## config.mk

```make
export PLATFORM = sky130hd
export DESIGN_NAME = adcpm_ctrl
export DESIGN_NICKNAME = d
export VERILOG_FILES = /design/src/hdl/adcpm_pkg.sv /design/src/hdl/adcpm_ctrl.sv /design/src/hdl/adcpm_sync.sv
export SDC_FILE = /design/constraint.sdc
export NUM_CORES = 1
export LEC_CHECK = 0
export BUFFER_PORTS_ARGS = -buffer_cell sky130_fd_sc_hd__buf_2
export CORE_MARGIN = 2
export CORE_UTILIZATION = 35
export CTS_BUF_LIST = sky130_fd_sc_hd__clkbuf_4 sky130_fd_sc_hd__clkbuf_8
export CTS_CLUSTER_DIAMETER = 60
export DETAILED_ROUTE_END_ITERATION = 8
export HOLD_SLACK_MARGIN = 0.08
export PLACE_DENSITY = 0.57
export SLEW_MARGIN = 20
export SYNTH_ARGS = -nofsm -noshare
export SYNTH_HDL_FRONTEND = slang
export SYNTH_SLANG_ARGS = --single-unit
export TNS_END_PERCENT = 50
```

## constraint.sdc

```tcl
create_clock -name clock_in -period 2.6 [get_ports clock_in]
set_clock_uncertainty 0.05 [all_clocks]
set_input_delay 0.52 -clock clock_in [delete_from_list [all_inputs] [get_ports clock_in]]
set_output_delay 0.52 -clock clock_in [all_outputs]
set_load 0.1 [all_outputs]
```

## src/hdl/adcpm_pkg.sv

```systemverilog
// constants and types for the serial adc power mode control block
package adcpm_pkg;
  localparam int unsigned CLK_FREQ_HZ      = 100_000_000;
  localparam int unsigned DATA_BITS        = 12;
  localparam int unsigned LEAD_ZEROS       = 4;
  localparam int unsigned FRAME_EDGES      = 16;
  localparam int unsigned GLITCH_EDGES     = 2;
  localparam int unsigned KEEP_EDGES       = 10;
  localparam int unsigned TRACK_EDGES      = 13;
  localparam int unsigned CNT_W            = 5;
  localparam int unsigned POWER_UP_TIME_NS = 1000;
  localparam int unsigned POWER_UP_CYCLES  = (POWER_UP_TIME_NS * (CLK_FREQ_HZ / 1_000_000) + 999) / 1000;
  localparam int unsigned PWR_CNT_W        = 8;
  localparam int unsigned OUTPUT_RELEASE_DELAY_NS = 35;
  localparam int unsigned QUIET_GAP_TIME_NS       = 60;
  typedef enum logic [1:0] {
    ADCPM_NORMAL,
    ADCPM_DOWN,
    ADCPM_WAKING
  } adcpm_mode_t;
endpackage

```

## src/hdl/adcpm_ctrl.sv

```systemverilog
// power mode control and serial result shifter of a serial sar adc
// Behaviour
// - frame fall samples input, starts conversion
// - rise edges 10..15: stay powered, abort, release
// - full conversion takes sixteen serial clocks
// - rise edges 2..9 enters power-down
// - power-down aborts and releases output promptly
// - rise before edge 2 keeps normal mode
// - power-down switches analog circuitry off
// - wake from frame fall, powered after 1us
// - waking rise before edge 10 powers down
// - hold in power-down, track on first edge
// - track mode at initial power application
// - four zeros then twelve bits, msb first
// - track again after thirteenth falling edge
`timescale 1ns/1ps
module adcpm_ctrl #(
  parameter int unsigned PWR_CYCLES = adcpm_pkg::POWER_UP_CYCLES
) (
  // clock and reset
  input  wire logic                           clock_in,
  input  wire logic                           nrst_in,
  input  wire logic                           ce_in,
  // serial link pins
  input  wire logic                           frame_n_in,
  input  wire logic                           sclk_in,
  output logic                                serial_result_out,
  output logic                                serial_result_oe_out,
  // analog core side
  input  wire logic [adcpm_pkg::DATA_BITS-1:0] sample_data_in,
  output logic                                sample_out,
  output logic                                track_out,
  output logic                                analog_on_out,
  output logic                                powered_out
);
  localparam int unsigned SHW = adcpm_pkg::LEAD_ZEROS + adcpm_pkg::DATA_BITS;

  // the wake counter must reach its target without wrapping
  if (PWR_CYCLES < 1 || PWR_CYCLES >= (1 << adcpm_pkg::PWR_CNT_W)) begin : g_bad_pwr_cycles
    $error("PWR_CYCLES out of range");
  end

  logic frame_rise;
  logic frame_fall;
  logic sclk_rise;
  logic sclk_fall;

  adcpm_sync #(.INIT(1'b1)) u_frame (
    .clock_in  (clock_in),
    .nrst_in   (nrst_in),
    .ce_in     (ce_in),
    .pin_in    (frame_n_in),
    .level_out (),
    .rise_out  (frame_rise),
    .fall_out  (frame_fall)
  );

  // reset level matches the parked-high link clock, so release gives no false edge
  adcpm_sync #(.INIT(1'b1)) u_sclk (
    .clock_in  (clock_in),
    .nrst_in   (nrst_in),
    .ce_in     (ce_in),
    .pin_in    (sclk_in),
    .level_out (),
    .rise_out  (sclk_rise),
    .fall_out  (sclk_fall)
  );

  adcpm_pkg::adcpm_mode_t mode_reg, mode_next;
  logic [adcpm_pkg::CNT_W-1:0]     cnt_reg, cnt_next;
  logic [SHW-1:0]                  shift_reg, shift_next;
  logic                            oe_reg, oe_next;
  logic                            dout_reg, dout_next;
  logic                            active_reg, active_next;
  logic                            track_reg, track_next;
  logic                            samp_reg, samp_next;
  logic                            first_reg, first_next;
  logic [adcpm_pkg::PWR_CNT_W-1:0] pwr_reg, pwr_next;
  logic                            aon_reg, aon_next;
  logic                            pwd_reg, pwd_next;

  // mode only changes at frame edges and when the wake count completes, so stray clocks while idle do nothing
  always_comb begin
    mode_next   = mode_reg;
    cnt_next    = cnt_reg;
    shift_next  = shift_reg;
    oe_next     = oe_reg;
    dout_next   = dout_reg;
    active_next = active_reg;
    track_next  = track_reg;
    samp_next   = samp_reg;
    first_next  = first_reg;
    pwr_next    = pwr_reg;
    if (ce_in) begin
      samp_next = 1'b0;
      if (frame_fall) begin
        active_next = 1'b1;
        samp_next   = 1'b1;
        track_next  = 1'b0;
        cnt_next    = '0;
        shift_next  = {{adcpm_pkg::LEAD_ZEROS{1'b0}}, sample_data_in};
        dout_next   = 1'b0;
        oe_next     = 1'b1;
        first_next  = (mode_reg == adcpm_pkg::ADCPM_DOWN);
        if (mode_reg == adcpm_pkg::ADCPM_DOWN) begin
          mode_next = adcpm_pkg::ADCPM_WAKING;
          pwr_next  = '0;
        end
      end else if (frame_rise && active_reg) begin
        active_next = 1'b0;
        oe_next     = 1'b0;
        track_next  = 1'b1;
        if (mode_reg == adcpm_pkg::ADCPM_WAKING) begin
          if (cnt_reg < adcpm_pkg::KEEP_EDGES) begin
            mode_next  = adcpm_pkg::ADCPM_DOWN;
            track_next = 1'b0;
          end
        end else if (cnt_reg >= adcpm_pkg::GLITCH_EDGES && cnt_reg < adcpm_pkg::KEEP_EDGES) begin
          mode_next  = adcpm_pkg::ADCPM_DOWN;
          track_next = 1'b0;
        end
      end else if (active_reg) begin
        if ((sclk_rise || sclk_fall) && first_reg) begin
          first_next = 1'b0;
          track_next = 1'b1;
        end
        if (sclk_fall && cnt_reg < adcpm_pkg::FRAME_EDGES) begin
          cnt_next   = cnt_reg + 1'b1;
          dout_next  = shift_reg[SHW-2];
          shift_next = {shift_reg[SHW-2:0], 1'b0};
          if (cnt_reg == adcpm_pkg::FRAME_EDGES - 1) begin
            oe_next     = 1'b0;
            active_next = 1'b0;
          end
        end
        if (sclk_rise && cnt_reg == adcpm_pkg::TRACK_EDGES) begin
          track_next = 1'b1;
        end
      end
      if (mode_reg == adcpm_pkg::ADCPM_WAKING && pwr_reg < PWR_CYCLES[adcpm_pkg::PWR_CNT_W-1:0]) begin
        pwr_next = pwr_reg + 1'b1;
      end
      if (mode_reg == adcpm_pkg::ADCPM_WAKING && !active_reg && !frame_fall
          && pwr_reg >= PWR_CYCLES[adcpm_pkg::PWR_CNT_W-1:0]) begin
        mode_next = adcpm_pkg::ADCPM_NORMAL;
      end
    end
    // decoded from the next mode so the power flags come from flops yet move with the mode
    aon_next = (mode_next != adcpm_pkg::ADCPM_DOWN);
    pwd_next = (mode_next == adcpm_pkg::ADCPM_NORMAL);
  end

  // reset comes up in normal mode with the hold released, matching power-on tracking
  always_ff @(posedge clock_in or negedge nrst_in) begin
    if (!nrst_in) begin
      mode_reg   <= adcpm_pkg::ADCPM_NORMAL;
      cnt_reg    <= '0;
      shift_reg  <= '0;
      oe_reg     <= 1'b0;
      dout_reg   <= 1'b0;
      active_reg <= 1'b0;
      track_reg  <= 1'b1;
      samp_reg   <= 1'b0;
      first_reg  <= 1'b0;
      pwr_reg    <= '0;
      aon_reg    <= 1'b1;
      pwd_reg    <= 1'b1;
    end else begin
      mode_reg   <= mode_next;
      cnt_reg    <= cnt_next;
      shift_reg  <= shift_next;
      oe_reg     <= oe_next;
      dout_reg   <= dout_next;
      active_reg <= active_next;
      track_reg  <= track_next;
      samp_reg   <= samp_next;
      first_reg  <= first_next;
      pwr_reg    <= pwr_next;
      aon_reg    <= aon_next;
      pwd_reg    <= pwd_next;
    end
  end

  assign serial_result_out    = dout_reg;
  assign serial_result_oe_out = oe_reg;
  assign sample_out           = samp_reg;
  assign track_out            = track_reg;
  assign analog_on_out        = aon_reg;
  assign powered_out          = pwd_reg;

  property p_down_on_short;
    @(posedge clock_in) disable iff (!nrst_in)
      (ce_in && frame_rise && active_reg && mode_reg == adcpm_pkg::ADCPM_NORMAL
       && cnt_reg >= 2 && cnt_reg < 10) |=> (mode_reg == adcpm_pkg::ADCPM_DOWN);
  endproperty
  a_down_on_short: assert property (p_down_on_short) else $error("no power-down on short frame");

  property p_glitch_keeps;
    @(posedge clock_in) disable iff (!nrst_in)
      (ce_in && frame_rise && active_reg && mode_reg == adcpm_pkg::ADCPM_NORMAL && cnt_reg < 2)
      |=> (mode_reg == adcpm_pkg::ADCPM_NORMAL);
  endproperty
  a_glitch_keeps: assert property (p_glitch_keeps) else $error("glitch frame powered down");

  property p_long_keeps;
    @(posedge clock_in) disable iff (!nrst_in)
      (ce_in && frame_rise && active_reg && mode_reg == adcpm_pkg::ADCPM_NORMAL && cnt_reg >= 10)
      |=> (mode_reg == adcpm_pkg::ADCPM_NORMAL && !oe_reg);
  endproperty
  a_long_keeps: assert property (p_long_keeps) else $error("abort after edge ten misbehaved");

  property p_release;
    @(posedge clock_in) disable iff (!nrst_in)
      (ce_in && frame_rise && active_reg) |=> !serial_result_oe_out;
  endproperty
  a_release: assert property (p_release) else $error("output not released at frame rise");

  property p_wake_abort;
    @(posedge clock_in) disable iff (!nrst_in)
      (ce_in && frame_rise && active_reg && mode_reg == adcpm_pkg::ADCPM_WAKING && cnt_reg < 10)
      |=> (mode_reg == adcpm_pkg::ADCPM_DOWN && !analog_on_out);
  endproperty
  a_wake_abort: assert property (p_wake_abort) else $error("short wake did not power down");

  property p_wake_start;
    @(posedge clock_in) disable iff (!nrst_in)
      (ce_in && frame_fall && mode_reg == adcpm_pkg::ADCPM_DOWN) |=> (analog_on_out && !track_out);
  endproperty
  a_wake_start: assert property (p_wake_start) else $error("wake not started at frame fall");

  property p_sixteen;
    @(posedge clock_in) disable iff (!nrst_in)
      (ce_in && sclk_fall && active_reg && !frame_rise && !frame_fall && cnt_reg == 15)
      |=> (cnt_reg == 16 && !oe_reg);
  endproperty
  a_sixteen: assert property (p_sixteen) else $error("no release on sixteenth edge");

  property p_start;
    @(posedge clock_in) disable iff (!nrst_in)
      (ce_in && frame_fall) |=> (sample_out && serial_result_oe_out && !serial_result_out && cnt_reg == 0);
  endproperty
  a_start: assert property (p_start) else $error("conversion start wrong");

  property p_track13;
    @(posedge clock_in) disable iff (!nrst_in)
      (ce_in && sclk_rise && active_reg && !frame_rise && !frame_fall && cnt_reg == 13) |=> track_out;
  endproperty
  a_track13: assert property (p_track13) else $error("no track after edge thirteen");

  property p_hold_down;
    @(posedge clock_in) disable iff (!nrst_in)
      (mode_reg == adcpm_pkg::ADCPM_DOWN && $stable(mode_reg)) |-> !track_out;
  endproperty
  a_hold_down: assert property (p_hold_down) else $error("tracking while powered down");
endmodule

```

## src/hdl/adcpm_sync.sv

```systemverilog
// two flip-flop synchroniser with edge detection on the settled level
`timescale 1ns/1ps
module adcpm_sync #(
  parameter logic INIT = 1'b1
) (
  // clock and reset
  input  wire logic clock_in,
  input  wire logic nrst_in,
  input  wire logic ce_in,
  // pin in, settled level and edges out
  input  wire logic pin_in,
  output logic      level_out,
  output logic      rise_out,
  output logic      fall_out
);
  logic meta_reg;
  logic sync_reg;
  logic last_reg;
  logic meta_next;
  logic sync_next;
  logic last_next;

  always_comb begin
    meta_next = ce_in ? pin_in : meta_reg;
    sync_next = ce_in ? meta_reg : sync_reg;
    last_next = ce_in ? sync_reg : last_reg;
  end

  always_ff @(posedge clock_in or negedge nrst_in) begin
    if (!nrst_in) begin
      meta_reg <= INIT;
      sync_reg <= INIT;
      last_reg <= INIT;
    end else begin
      meta_reg <= meta_next;
      sync_reg <= sync_next;
      last_reg <= last_next;
    end
  end

  assign level_out = sync_reg;
  assign rise_out  = ce_in & sync_reg & ~last_reg;
  assign fall_out  = ce_in & ~sync_reg & last_reg;
endmodule

```

# Word-level counts from Yosys, hierarchy flattened
# Index checks and enable logic that the tools add are counted.
# word_totals
reg_bits	44
out_inout_bits	6
# classes
mux	46
reduce_logical	27
n_eq_ne	6
bitwise_logic	12
n_addsub	2
magnitude_cmp	5
# op_table
cell	count
$mux W15	4
$mux W1	27
$mux W8	3
$mux W5	4
$mux W2	8
$reduce_and A4 Y1	3
$eq A5 B4 Y1 const B	2
$reduce_bool A2 Y1	5
$logic_and A1 B1 Y1	9
$reduce_bool A3 Y1	3
$add A8 B1 Y8 const B	1
$and A1 B1 Y1	8
$ge A8 B7 Y1 const B	1
$lt A8 B7 Y1 const B	1
$reduce_and A3 Y1	2
$add A5 B1 Y5 const B	1
$ge A5 B2 Y1 const B	1
$lt A5 B4 Y1 const B	1
$lt A5 B5 Y1 const B	1
$not A1 Y1	4
$reduce_bool A4 Y1	1
$eq A2 B1 Y1 const B	1
$eq A2 B2 Y1 const B	1
$logic_not A1 Y1	2
other kinds (4)	4

# Depth between registers and ports, before layout
# Gate-level depths: netlist of the first run.
# logic_depth
ltp_word	10
depth_mapped	8

# By module
# A second synthesis of the first run with hierarchy kept.
# unflattened
cells_unflattened	216
area_unflattened_um2	2250.9
# modules_own_cells
mod	area_per_inst_um2	cells_per_inst	instances	seq_area_each_um2
adcpm_ctrl	1985.7	200	1	954.7
adcpm_sync	132.6	8	2	78.8

# Worst setup path before layout of the first run
# OpenSTA, ideal clock, no wires.
# synth_timing
path_kind	register -> register
start	register pwr_reg[4] in the netlist's numbering
end	register pwr_reg[5] in the netlist's numbering
n_path_buf	0
required_time_ps	2431
arrival_ps	1517
slack_ps	913
synth_period_minus_slack_ps	1687
stages_incl_launch_ff	6
path_cell_list	dfrtp_1 o311a_4 nor4_4 nand4_1 xor2_1 nor2_2
# synth_via
elab_chain_cells	4
# synth_rtl
element	line_no	rtl
from (decl)	adcpm_ctrl.sv:78	logic [adcpm_pkg::PWR_CNT_W-1:0] pwr_reg, pwr_next;
from (signal assigned)	adcpm_ctrl.sv:178	pwr_reg <= pwr_next;
$lt A8 B7 Y1	adcpm_ctrl.sv:140	if (mode_reg == adcpm_pkg::ADCPM_WAKING && pwr_reg < PWR_CYCLES[adcpm_pkg::PWR_CNT_W-1:0]) begin
$logic_and A1 B1 Y1	adcpm_ctrl.sv:140	
$reduce_bool A2 Y1 (no source line)	n/a	
$reduce_and A3 Y1 (no source line)	n/a	
# Several ways; a longest one is shown, not always the timed one.
# A chain may end at the register's enable or synchronous reset.

# Final worst setup path of the first run
# layout_timing
start	register cnt_reg[0] in the netlist's numbering
end	register pwd_reg, in the netlist powered_out
# layout_via
elab_chain_cells	9
# layout_rtl
element	line_no	rtl
from (decl)	adcpm_ctrl.sv:70	logic [adcpm_pkg::CNT_W-1:0] cnt_reg, cnt_next;
from (signal assigned)	adcpm_ctrl.sv:170	cnt_reg <= cnt_next;
$ge A5 B2 Y1 / $lt A5 B4 Y1 (equally long branches)	adcpm_ctrl.sv:118, adcpm_ctrl.sv:114	
$logic_and A1 B1 Y1	adcpm_ctrl.sv:118	end else if (cnt_reg >= adcpm_pkg::GLITCH_EDGES && cnt_reg < adcpm_pkg::KEEP_EDGES) begin
$mux W2	adcpm_ctrl.sv:118	
$mux W2 *	adcpm_ctrl.sv:113	if (mode_reg == adcpm_pkg::ADCPM_WAKING) begin
$mux W2 *	adcpm_ctrl.sv:109	end else if (frame_rise && active_reg) begin
$mux W2 *	adcpm_ctrl.sv:96	if (frame_fall) begin
$mux W2 *	adcpm_ctrl.sv:143	if (mode_reg == adcpm_pkg::ADCPM_WAKING && !active_reg && !frame_fall
$mux W2 *	adcpm_ctrl.sv:94	if (ce_in) begin
$logic_not A2 Y1 *	adcpm_ctrl.sv:150	pwd_next = (mode_next == adcpm_pkg::ADCPM_NORMAL);
net pwd_next	adcpm_ctrl.sv:80	logic pwd_reg, pwd_next;
to (signal assigned)	adcpm_ctrl.sv:180	pwd_reg <= pwd_next;
to (decl)	adcpm_ctrl.sv:80	
# The timed path passes the listed nets; every way through them passes the cells marked *.

==> metrics.yaml, run 1 <==
run_status:
  status: "completed"
worst_hold_path:
  hold_path.class: "in2async"
drt:
  dr.pass1.iters: 4
  route.detailed.drc: 0
  final_antenna_net_count: 0
  wl_um: 3990
  viasPerCell: 5.08
  drtIter0Drc: 128
  vias: 1637
  wl_per_cell_um: 12.4
setup_path:
  reg2reg_depth: 7
  slowest_stage: "dfrtp_1"
  r2r_end: "powered_out$_DFF_PN1_"
  endpoint_kind: "flip-flop"
  critical_path_class: "reg2reg"
  crit_arrival_ps: 2110
  r2r_slack_ps: 650
  reg2reg_from: "cnt_reg[0]$_DFFE_PN0P_"
  critPathBufInv: 1
  cpLargestDelayFamily: "compound AO/OA/AOI/OAI gates"
  worstPathRequired_ps: 2760
  critPathMaxStageDelay_ps: 430
  path_max_fanout: 5
  path_cells: "inv_1, ha_1, nor4_1, a2111oi_0, a21oi_1, o21ai_1, a211o_1"
  crit_path_start_kind: "flip-flop"
sta:
  setup_ws_ps: 653
  slew_headroom_pct: 64.7
  worst_slew_pin_slew_ps: 529
  max_freq_mhz: 514
  fin_hold_ws_ps: 153
  finalSetupViolations: 0
  rsz0062_at_grt: "no"
  setup_tns_ps: 0
  min_period_over_period_pct: 74.9
  period_needed_ps: 1950
  maxSlewViolCount: 0
  hold_viol: 0
global_route:
  grt_max_degree: 38
  grt_pass1_wl_um: 6960
  antenna_found_initial: 0
  grt_remaining_overflow: 0
  grt_pass1_vias: 1479
  grt_util_all_layers_pct: 12.1
placed_design:
  post_dp_cell_area_um2: 2440
  pre_cts_ws_ps: 633
  dp_hpwl_um: 2870
  place.gp.congestion: 0.737
  port_buffers: 22
pwr:
  vdd_drop_max_uv: 610
  switchingPower_mw: 0.907
  swShare_pct: 39.6
  combPwrFrac_pct: 32.2
  pwr_density_cell_nw_per_um2: 902
  pwr-share-clk_pct: 19.5
  seq_power_share_pct: 48.3
  leakage_nw: 1.12
  intPower_mw: 1.38
floorplan:
  rows: 29
  die_w_um: 84.3
  core_um2: 6280
  dieHeight_um: 84.3
  dieArea_um2: 7100
  start_util_pct: 35.9
  pin_count: 23
synthesis:
  synth_edf_count: 0
  ys_ff_latch: 44
  synth_async_sr_flop_share_pct: 100
  ys_types: 50
  synth_ff_type: "dfrtp_1"
  synth_nets: 247
  synth.avg_cell_area_um2: 10.1
  yosysSeqAreaShare_pct: 49.3
  syn_area_um2: 2250
  synth_cells: 224
  yosys_warnings: 0
cts:
  clock_latency_ps: 290
  path_clk_slew_ps: 90
  ctsHoldBuffers: 0
  cts_buffers: 5
  cts.sinks: 44
  cts_resized: 0
  cts_setup_buffers: 0
  cts_buffer_depth: 2
  cts_tree: "yes"
  clockRootBuffer: "clkbuf_8"
  h-tree-depth: 2
finish:
  syn2layout_area_growth_pct: 12.5
  largest_reg_flops: 15
  drive_above_1_share_pct: 22.4
  fin_util_pct: 40.4
  nNetsFinal: 267
  final_area_um2: 2540
  antennaDiodeCount: 0
flow_run:
  cap_violations: 0
## metrics by stage
step	total power, mW	instances
after floorplan	1.69	224
after global placement	1.84	314
after detailed placement	1.86	314
after CTS	2.32	322
after global routing	2.47	322
final	2.29	322
## layer usage
| metal | routed length, um | GRT usage [%] | vias to the layer above |
|---|---|---|---|
| li1 | - | - | 826 |
| met4 | 60 | 4.40 | 0 |
| met3 | 175 | 3.24 | 6 |
| met5 | 0 | 0 | - |
| met2 | 1760 | 18.6 | 34 |
| met1 | 1990 | 16.4 | 771 |
## synthesized netlist by cell type (2+ instances only)
| master | instances | area share [%] |
|---|---|---|
| clkbuf_1 | 5 | 0.83 |
| nor2b_1 | 3 | 0.83 |
| mux2i_1 | 11 | 4.9 |
| nand4b_1 | 2 | 0.78 |
| dfstp_2 | 9 | 10 |
| nand4_1 | 3 | 0.83 |
| xor2_1 | 5 | 1.9 |
| nand2_1 | 30 | 5.0 |
| o31ai_1 | 2 | 0.67 |
| a22oi_1 | 2 | 0.67 |
| or3_1 | 3 | 0.83 |
| ha_1 | 6 | 3.3 |
| a2111oi_0 | 2 | 0.78 |
| o21ai_1 | 11 | 2.4 |
| and3_1 | 3 | 0.83 |
| a31oi_1 | 2 | 0.55 |
| o211ai_1 | 2 | 0.67 |
| mux2_2 | 5 | 2.5 |
| o21ai_0 | 14 | 3.1 |
| nor2_2 | 2 | 0.55 |
| inv_1 | 9 | 1.5 |
| nor4_1 | 2 | 0.55 |
| nand2b_1 | 5 | 1.4 |
| a21o_1 | 3 | 1.0 |
| dfrtp_1 | 35 | 39 |
| buf_2 | 7 | 1.6 |
| nor3_1 | 5 | 1.1 |
| nor2_1 | 10 | 1.7 |
| a21oi_1 | 5 | 1.1 |
## layout by cell type, fill, tap and decap left out, types with 2 or more instances in the layout
| master | Yosys | routed |
|---|---|---|
| dfrtp_1 | 35 | 35 |
| nand2_1 | 30 | 30 |
| buf_2 | 7 | 22 |
| o21ai_0 | 14 | 14 |
| o21ai_1 | 11 | 11 |
| mux2i_1 | 11 | 11 |
| nor2_1 | 10 | 10 |
| inv_1 | 9 | 9 |
| dfstp_2 | 9 | 9 |
| ha_1 | 6 | 6 |
| clkbuf_8 | 0 | 6 |
| a21oi_1 | 5 | 5 |
| nor3_1 | 5 | 5 |
| nand2b_1 | 5 | 5 |
| xor2_1 | 5 | 5 |
| mux2_2 | 5 | 5 |
| buf_4 | 1 | 4 |
| and3_1 | 3 | 3 |
| nor2b_1 | 3 | 3 |
| or3_1 | 3 | 3 |
| nand4_1 | 3 | 3 |
| a21o_1 | 3 | 3 |
| nand4b_1 | 2 | 2 |
| nor4_1 | 2 | 2 |
| a2111oi_0 | 2 | 2 |
| o211ai_1 | 2 | 2 |
| a22oi_1 | 2 | 2 |
| a31oi_1 | 2 | 2 |
| nor2_2 | 2 | 2 |
| o31ai_1 | 2 | 2 |
| clkinvlp_4 | 0 | 2 |
## power groups by stage
stage | clock, mW | combinational, mW | sequential (mW)
floorplan | 0 | 0.437 | 1.25
global placement | 0 | 0.733 | 1.11
detailed placement | 0 | 0.746 | 1.11
CTS | 0.465 | 0.746 | 1.10
global route | 0.495 | 0.835 | 1.14
finish | 0.447 | 0.737 | 1.10
## cell type report
type / instances / area [um^2]
clock buffers: 6 / 82.6
clock inverters: 2 / 15.0
inverters: 10 / 37.5
flip-flops and latches: 44 / 1110
repair buffers: 27 / 160
fillers: 629 / 3740
well taps: 77 / 96.3
multi-input cells: 156 / 1030
## logic make-up (layout without fill, tap and decap cells)
family | after synthesis | in the layout | synth area share [%]
compound gates | 53 | 53 | 15.3
simple gates | 75 | 75 | 17.5
xor+xnor | 6 | 6 | 2.33
buf+inv | 24 | 45 | 4.88
mux | 16 | 16 | 7.38
flops | 44 | 44 | 49.3
fa+ha+maj | 6 | 6 | 3.33
## how the worst max path moves through the flow
| stage | from | end | depth (start not counted) |
|---|---|---|---|
| CTS | cnt_reg[0]$_DFFE_PN0P_ | powered_out$_DFF_PN1_ | 7 |
| finish | cnt_reg[0]$_DFFE_PN0P_ | powered_out$_DFF_PN1_ | 7 |
| detailed placement | ce_in | pwr_reg[5]$_DFFE_PN0P_ | 6 |
| global route | cnt_reg[0]$_DFFE_PN0P_ | track_out$_DFFE_PN1P_ | 6 |
| floorplan | pwr_reg[4]$_DFFE_PN0P_ | pwr_reg[5]$_DFFE_PN0P_ | 5 |
| global placement | ce_in | pwr_reg[5]$_DFFE_PN0P_ | 6 |
No activity file was read; power rests on OpenSTA's default activity.
==> run 2, diff against run 1 <==
Settings changed: PLACE_DENSITY 0.57 to 0.59.
Clock period 2.6 ns to 1.65 ns, I/O delays scaled along.
==> run 2 against run 1 <==
Against the previous run: via count grew 8.2%; register-to-register slack got worse by 720 ps; highest routed layer unchanged; largest cell class is now multi-input gates; combinational power increased by 140%; global-route usage increased by 1.6 points; non-clock buffer count grew 33; the flow now finishes with violations (setup timing); first-iteration DRC count down 29%; die area is the same.
==> metrics.yaml, run 2 (synthesis gave the netlist of run 1 again) <==
worst_hold_path:
  hold_depth: 2
  hold_path.class: "in2reg"
  min_from: "sample_data_in[0]"
  whs_endpoint: "shift_reg[0]$_DFFE_PN0P_"
global_route:
  antenna_found_initial: 0  # unchanged
  grt_remaining_overflow: 0  # unchanged
  grt_pass1_vias: 1733  # +17%
  grt_max_degree: 19  # -50%
  grt_pass1_wl_um: 7870  # +13%
  grt_util_all_layers_pct: 13.7  # +1.6 points
setup_path:
  reg2reg_depth: 7  # unchanged
  critical_path_class: "reg2reg"
  endpoint_kind: "flip-flop"
  cpLargestDelayFamily: "simple AND/OR/NAND/NOR gates"
  crit_path_start_kind: "flip-flop"
  crit_arrival_ps: 1870  # -240 ps
  critPathBufInv: 0  # -1
  r2r_end: "serial_result_oe_out$_DFFE_PN0P_"
  critPathMaxStageDelay_ps: 420  # about the same
  worstPathRequired_ps: 1790  # -970 ps
  reg2reg_from: "cnt_reg[0]$_DFFE_PN0P_"
  worstSetupStartpoint: "cnt_reg[0]$_DFFE_PN0P_"
  slowest_stage: "dfrtp_1"
  path_cells: "ha_2, and3_4, ha_4, nand2_2, or3_4, a22oi_2, o2bb2ai_1"
  path_max_fanout: 4  # -1
  r2r_slack_ps: -70  # -720 ps
finish:
  syn2layout_area_growth_pct: 34.1
  final_cell_mix: "dfrtp_1 (34), buf_4 (30), nand2_1 (21)"
  stdcell_count: 355  # +10%
  final_common_cell: "dfrtp_1"
  final_area_um2: 3020  # +19%
  antennaDiodeCount: 0  # unchanged
  drive_above_1_share_pct: 43.9  # +21 points
  largest_reg_flops: 15  # unchanged
  nNetsFinal: 300  # +12%
pwr:
  seq_power_share_pct: 40.8  # -7.5 points
  leakage_nw: 1.35  # +20%
  vdd_drop_max_uv: 682  # +12%
  switchingPower_mw: 1.64  # +80%
  pwr_density_cell_nw_per_um2: 1390  # +54%
  pwr-share-clk_pct: 17.5  # -2.0 points
  intPower_mw: 2.57  # +86%
  combPwrFrac_pct: 41.7  # +9.5 points
  swShare_pct: 38.9  # -0.78 points
drt:
  wl_um: 4800  # +20%
  route.detailed.drc: 0  # unchanged
  vias: 1771  # +8.2%
  final_antenna_net_count: 0  # unchanged
  dr.pass1.iters: 4  # unchanged
  viasPerCell: 4.99  # -1.9%
  wl_per_cell_um: 13.5  # +9.1%
  drtIter0Drc: 91  # -29%
sta:
  max_freq_mhz: 581  # +13%
  setup_tns_ps: -172  # -172 ps
  fin_hold_ws_ps: 190  # +36.5 ps
  worst_slew_pin_slew_ps: 487  # -42.1 ps
  min_period_over_period_pct: 104  # +29 points
  finalSetupViolations: 3  # +3
  period_needed_ps: 1720  # -225 ps
  maxSlewViolCount: 0  # unchanged
  rsz0062_at_grt: "yes"
  setup_ws_ps: -72.3  # -725 ps
  slew_headroom_pct: 67.7  # +3.0 points
  hold_viol: 0  # unchanged
cts:
  clockRootBuffer: "clkbuf_8"
  cts_buffers: 5  # unchanged
  cts_buffer_depth: 2  # unchanged
  h-tree-depth: 2  # unchanged
  cts.sinks: 44  # unchanged
  clock_latency_ps: 300  # about the same
  cts_tree: "yes"
  path_clk_slew_ps: 80  # about the same
run_status:
  status: "complete, but fails checks"
  violations: "setup timing"
placed_design:
  dpl.cell_count: 338  # +7.6%
  post_dp_cell_area_um2: 2650  # +8.5%
  place.gp.congestion: 0.762  # +3.4%
  dp_hpwl_um: 3270  # +14%
  port_buffers: 22  # unchanged
floorplan:
  core_um2: 6280  # unchanged
  die_w_um: 84.3  # unchanged
  rows: 29  # unchanged
  start_util_pct: 35.9  # unchanged
  dieHeight_um: 84.3  # unchanged
  dieArea_um2: 7100  # unchanged
  pin_count: 23  # unchanged
flow_run:
  cap_violations: 0  # unchanged
==> run 2: cell count changes in the layout (fill, tap and decap cells not counted), moves of 3 or more <==
| cell | delta |
|---|---|
| o21ai_0 | -9 |
| o21ai_2 | +7 |
| nand2_1 | -9 |
| clkbuf_16 | +3 |
| nand2_2 | +8 |
| ha_1 | -3 |
| buf_4 | +26 |
==> run 2: how the worst max path moves through the flow <==
stage,end,cells past startpoint
2_1_floorplan,serial_result_out$_DFFE_PN0P_,7
3_3_place_gp,serial_result_oe_out$_DFFE_PN0P_,7
3_5_place_dp,serial_result_oe_out$_DFFE_PN0P_,7
4_1_cts,powered_out$_DFF_PN1_,8
5_1_grt,serial_result_oe_out$_DFFE_PN0P_,7
6_report,serial_result_oe_out$_DFFE_PN0P_,7
==> run 2: final cells by class <==
cell class              count  area (um^2)
clock inverters             1         7.51
multi-input cells         156         1180
clock buffers               7         90.1
well taps                  77         96.3
flip-flops and latches     44         1110
inverters                  10         37.5
repair buffers             60          500
fillers                   583         3250
==> run 2: timing repair <==
| action | 4_1_cts | 5_1_grt |
|---|---|---|
| gates cloned | 0 | 3 |
| resized for setup | 5 | 46 |
| hold endpoints to repair | 7 | 0 |
| buffers inserted | 0 | 5 |
| pin swaps | 1 | 15 |
| hold buffers | 1 | 0 |
| endpoints found under the setup margin | 8 | 32 |
==> run 2: power by group through the flow <==
stage	clock network, mW	registers (mW)	logic (mW)
floorplan	0	1.98	0.692
global placement	0	1.69	1.46
detailed placement	0	1.69	1.49
CTS	0.763	1.68	1.51
global route	0.832	1.76	1.92
finish	0.737	1.72	1.76
==> run 2: layer usage <==
layer  up-vias  share of wire [%]  track usage [%]
met1       846                 47             17.6
met3         6                3.1             3.44
met2        24                 49             22.2
met4         0                1.4             5.28
met5         -                  0                0
li1        895                  -                -
==> run 2: per-stage QoR <==
step / setup slack [ps] / util, % / total power, mW
after floorplan: 0.868 / - / 2.67
after global placement: -26.3 / 42.2 / 3.15
after detailed placement: -61.2 / 42.2 / 3.19
after CTS: -59.8 / 44.2 / 3.95
after global routing: -143 / 48.2 / 4.52
final: -72.3 / 48.2 / 4.21
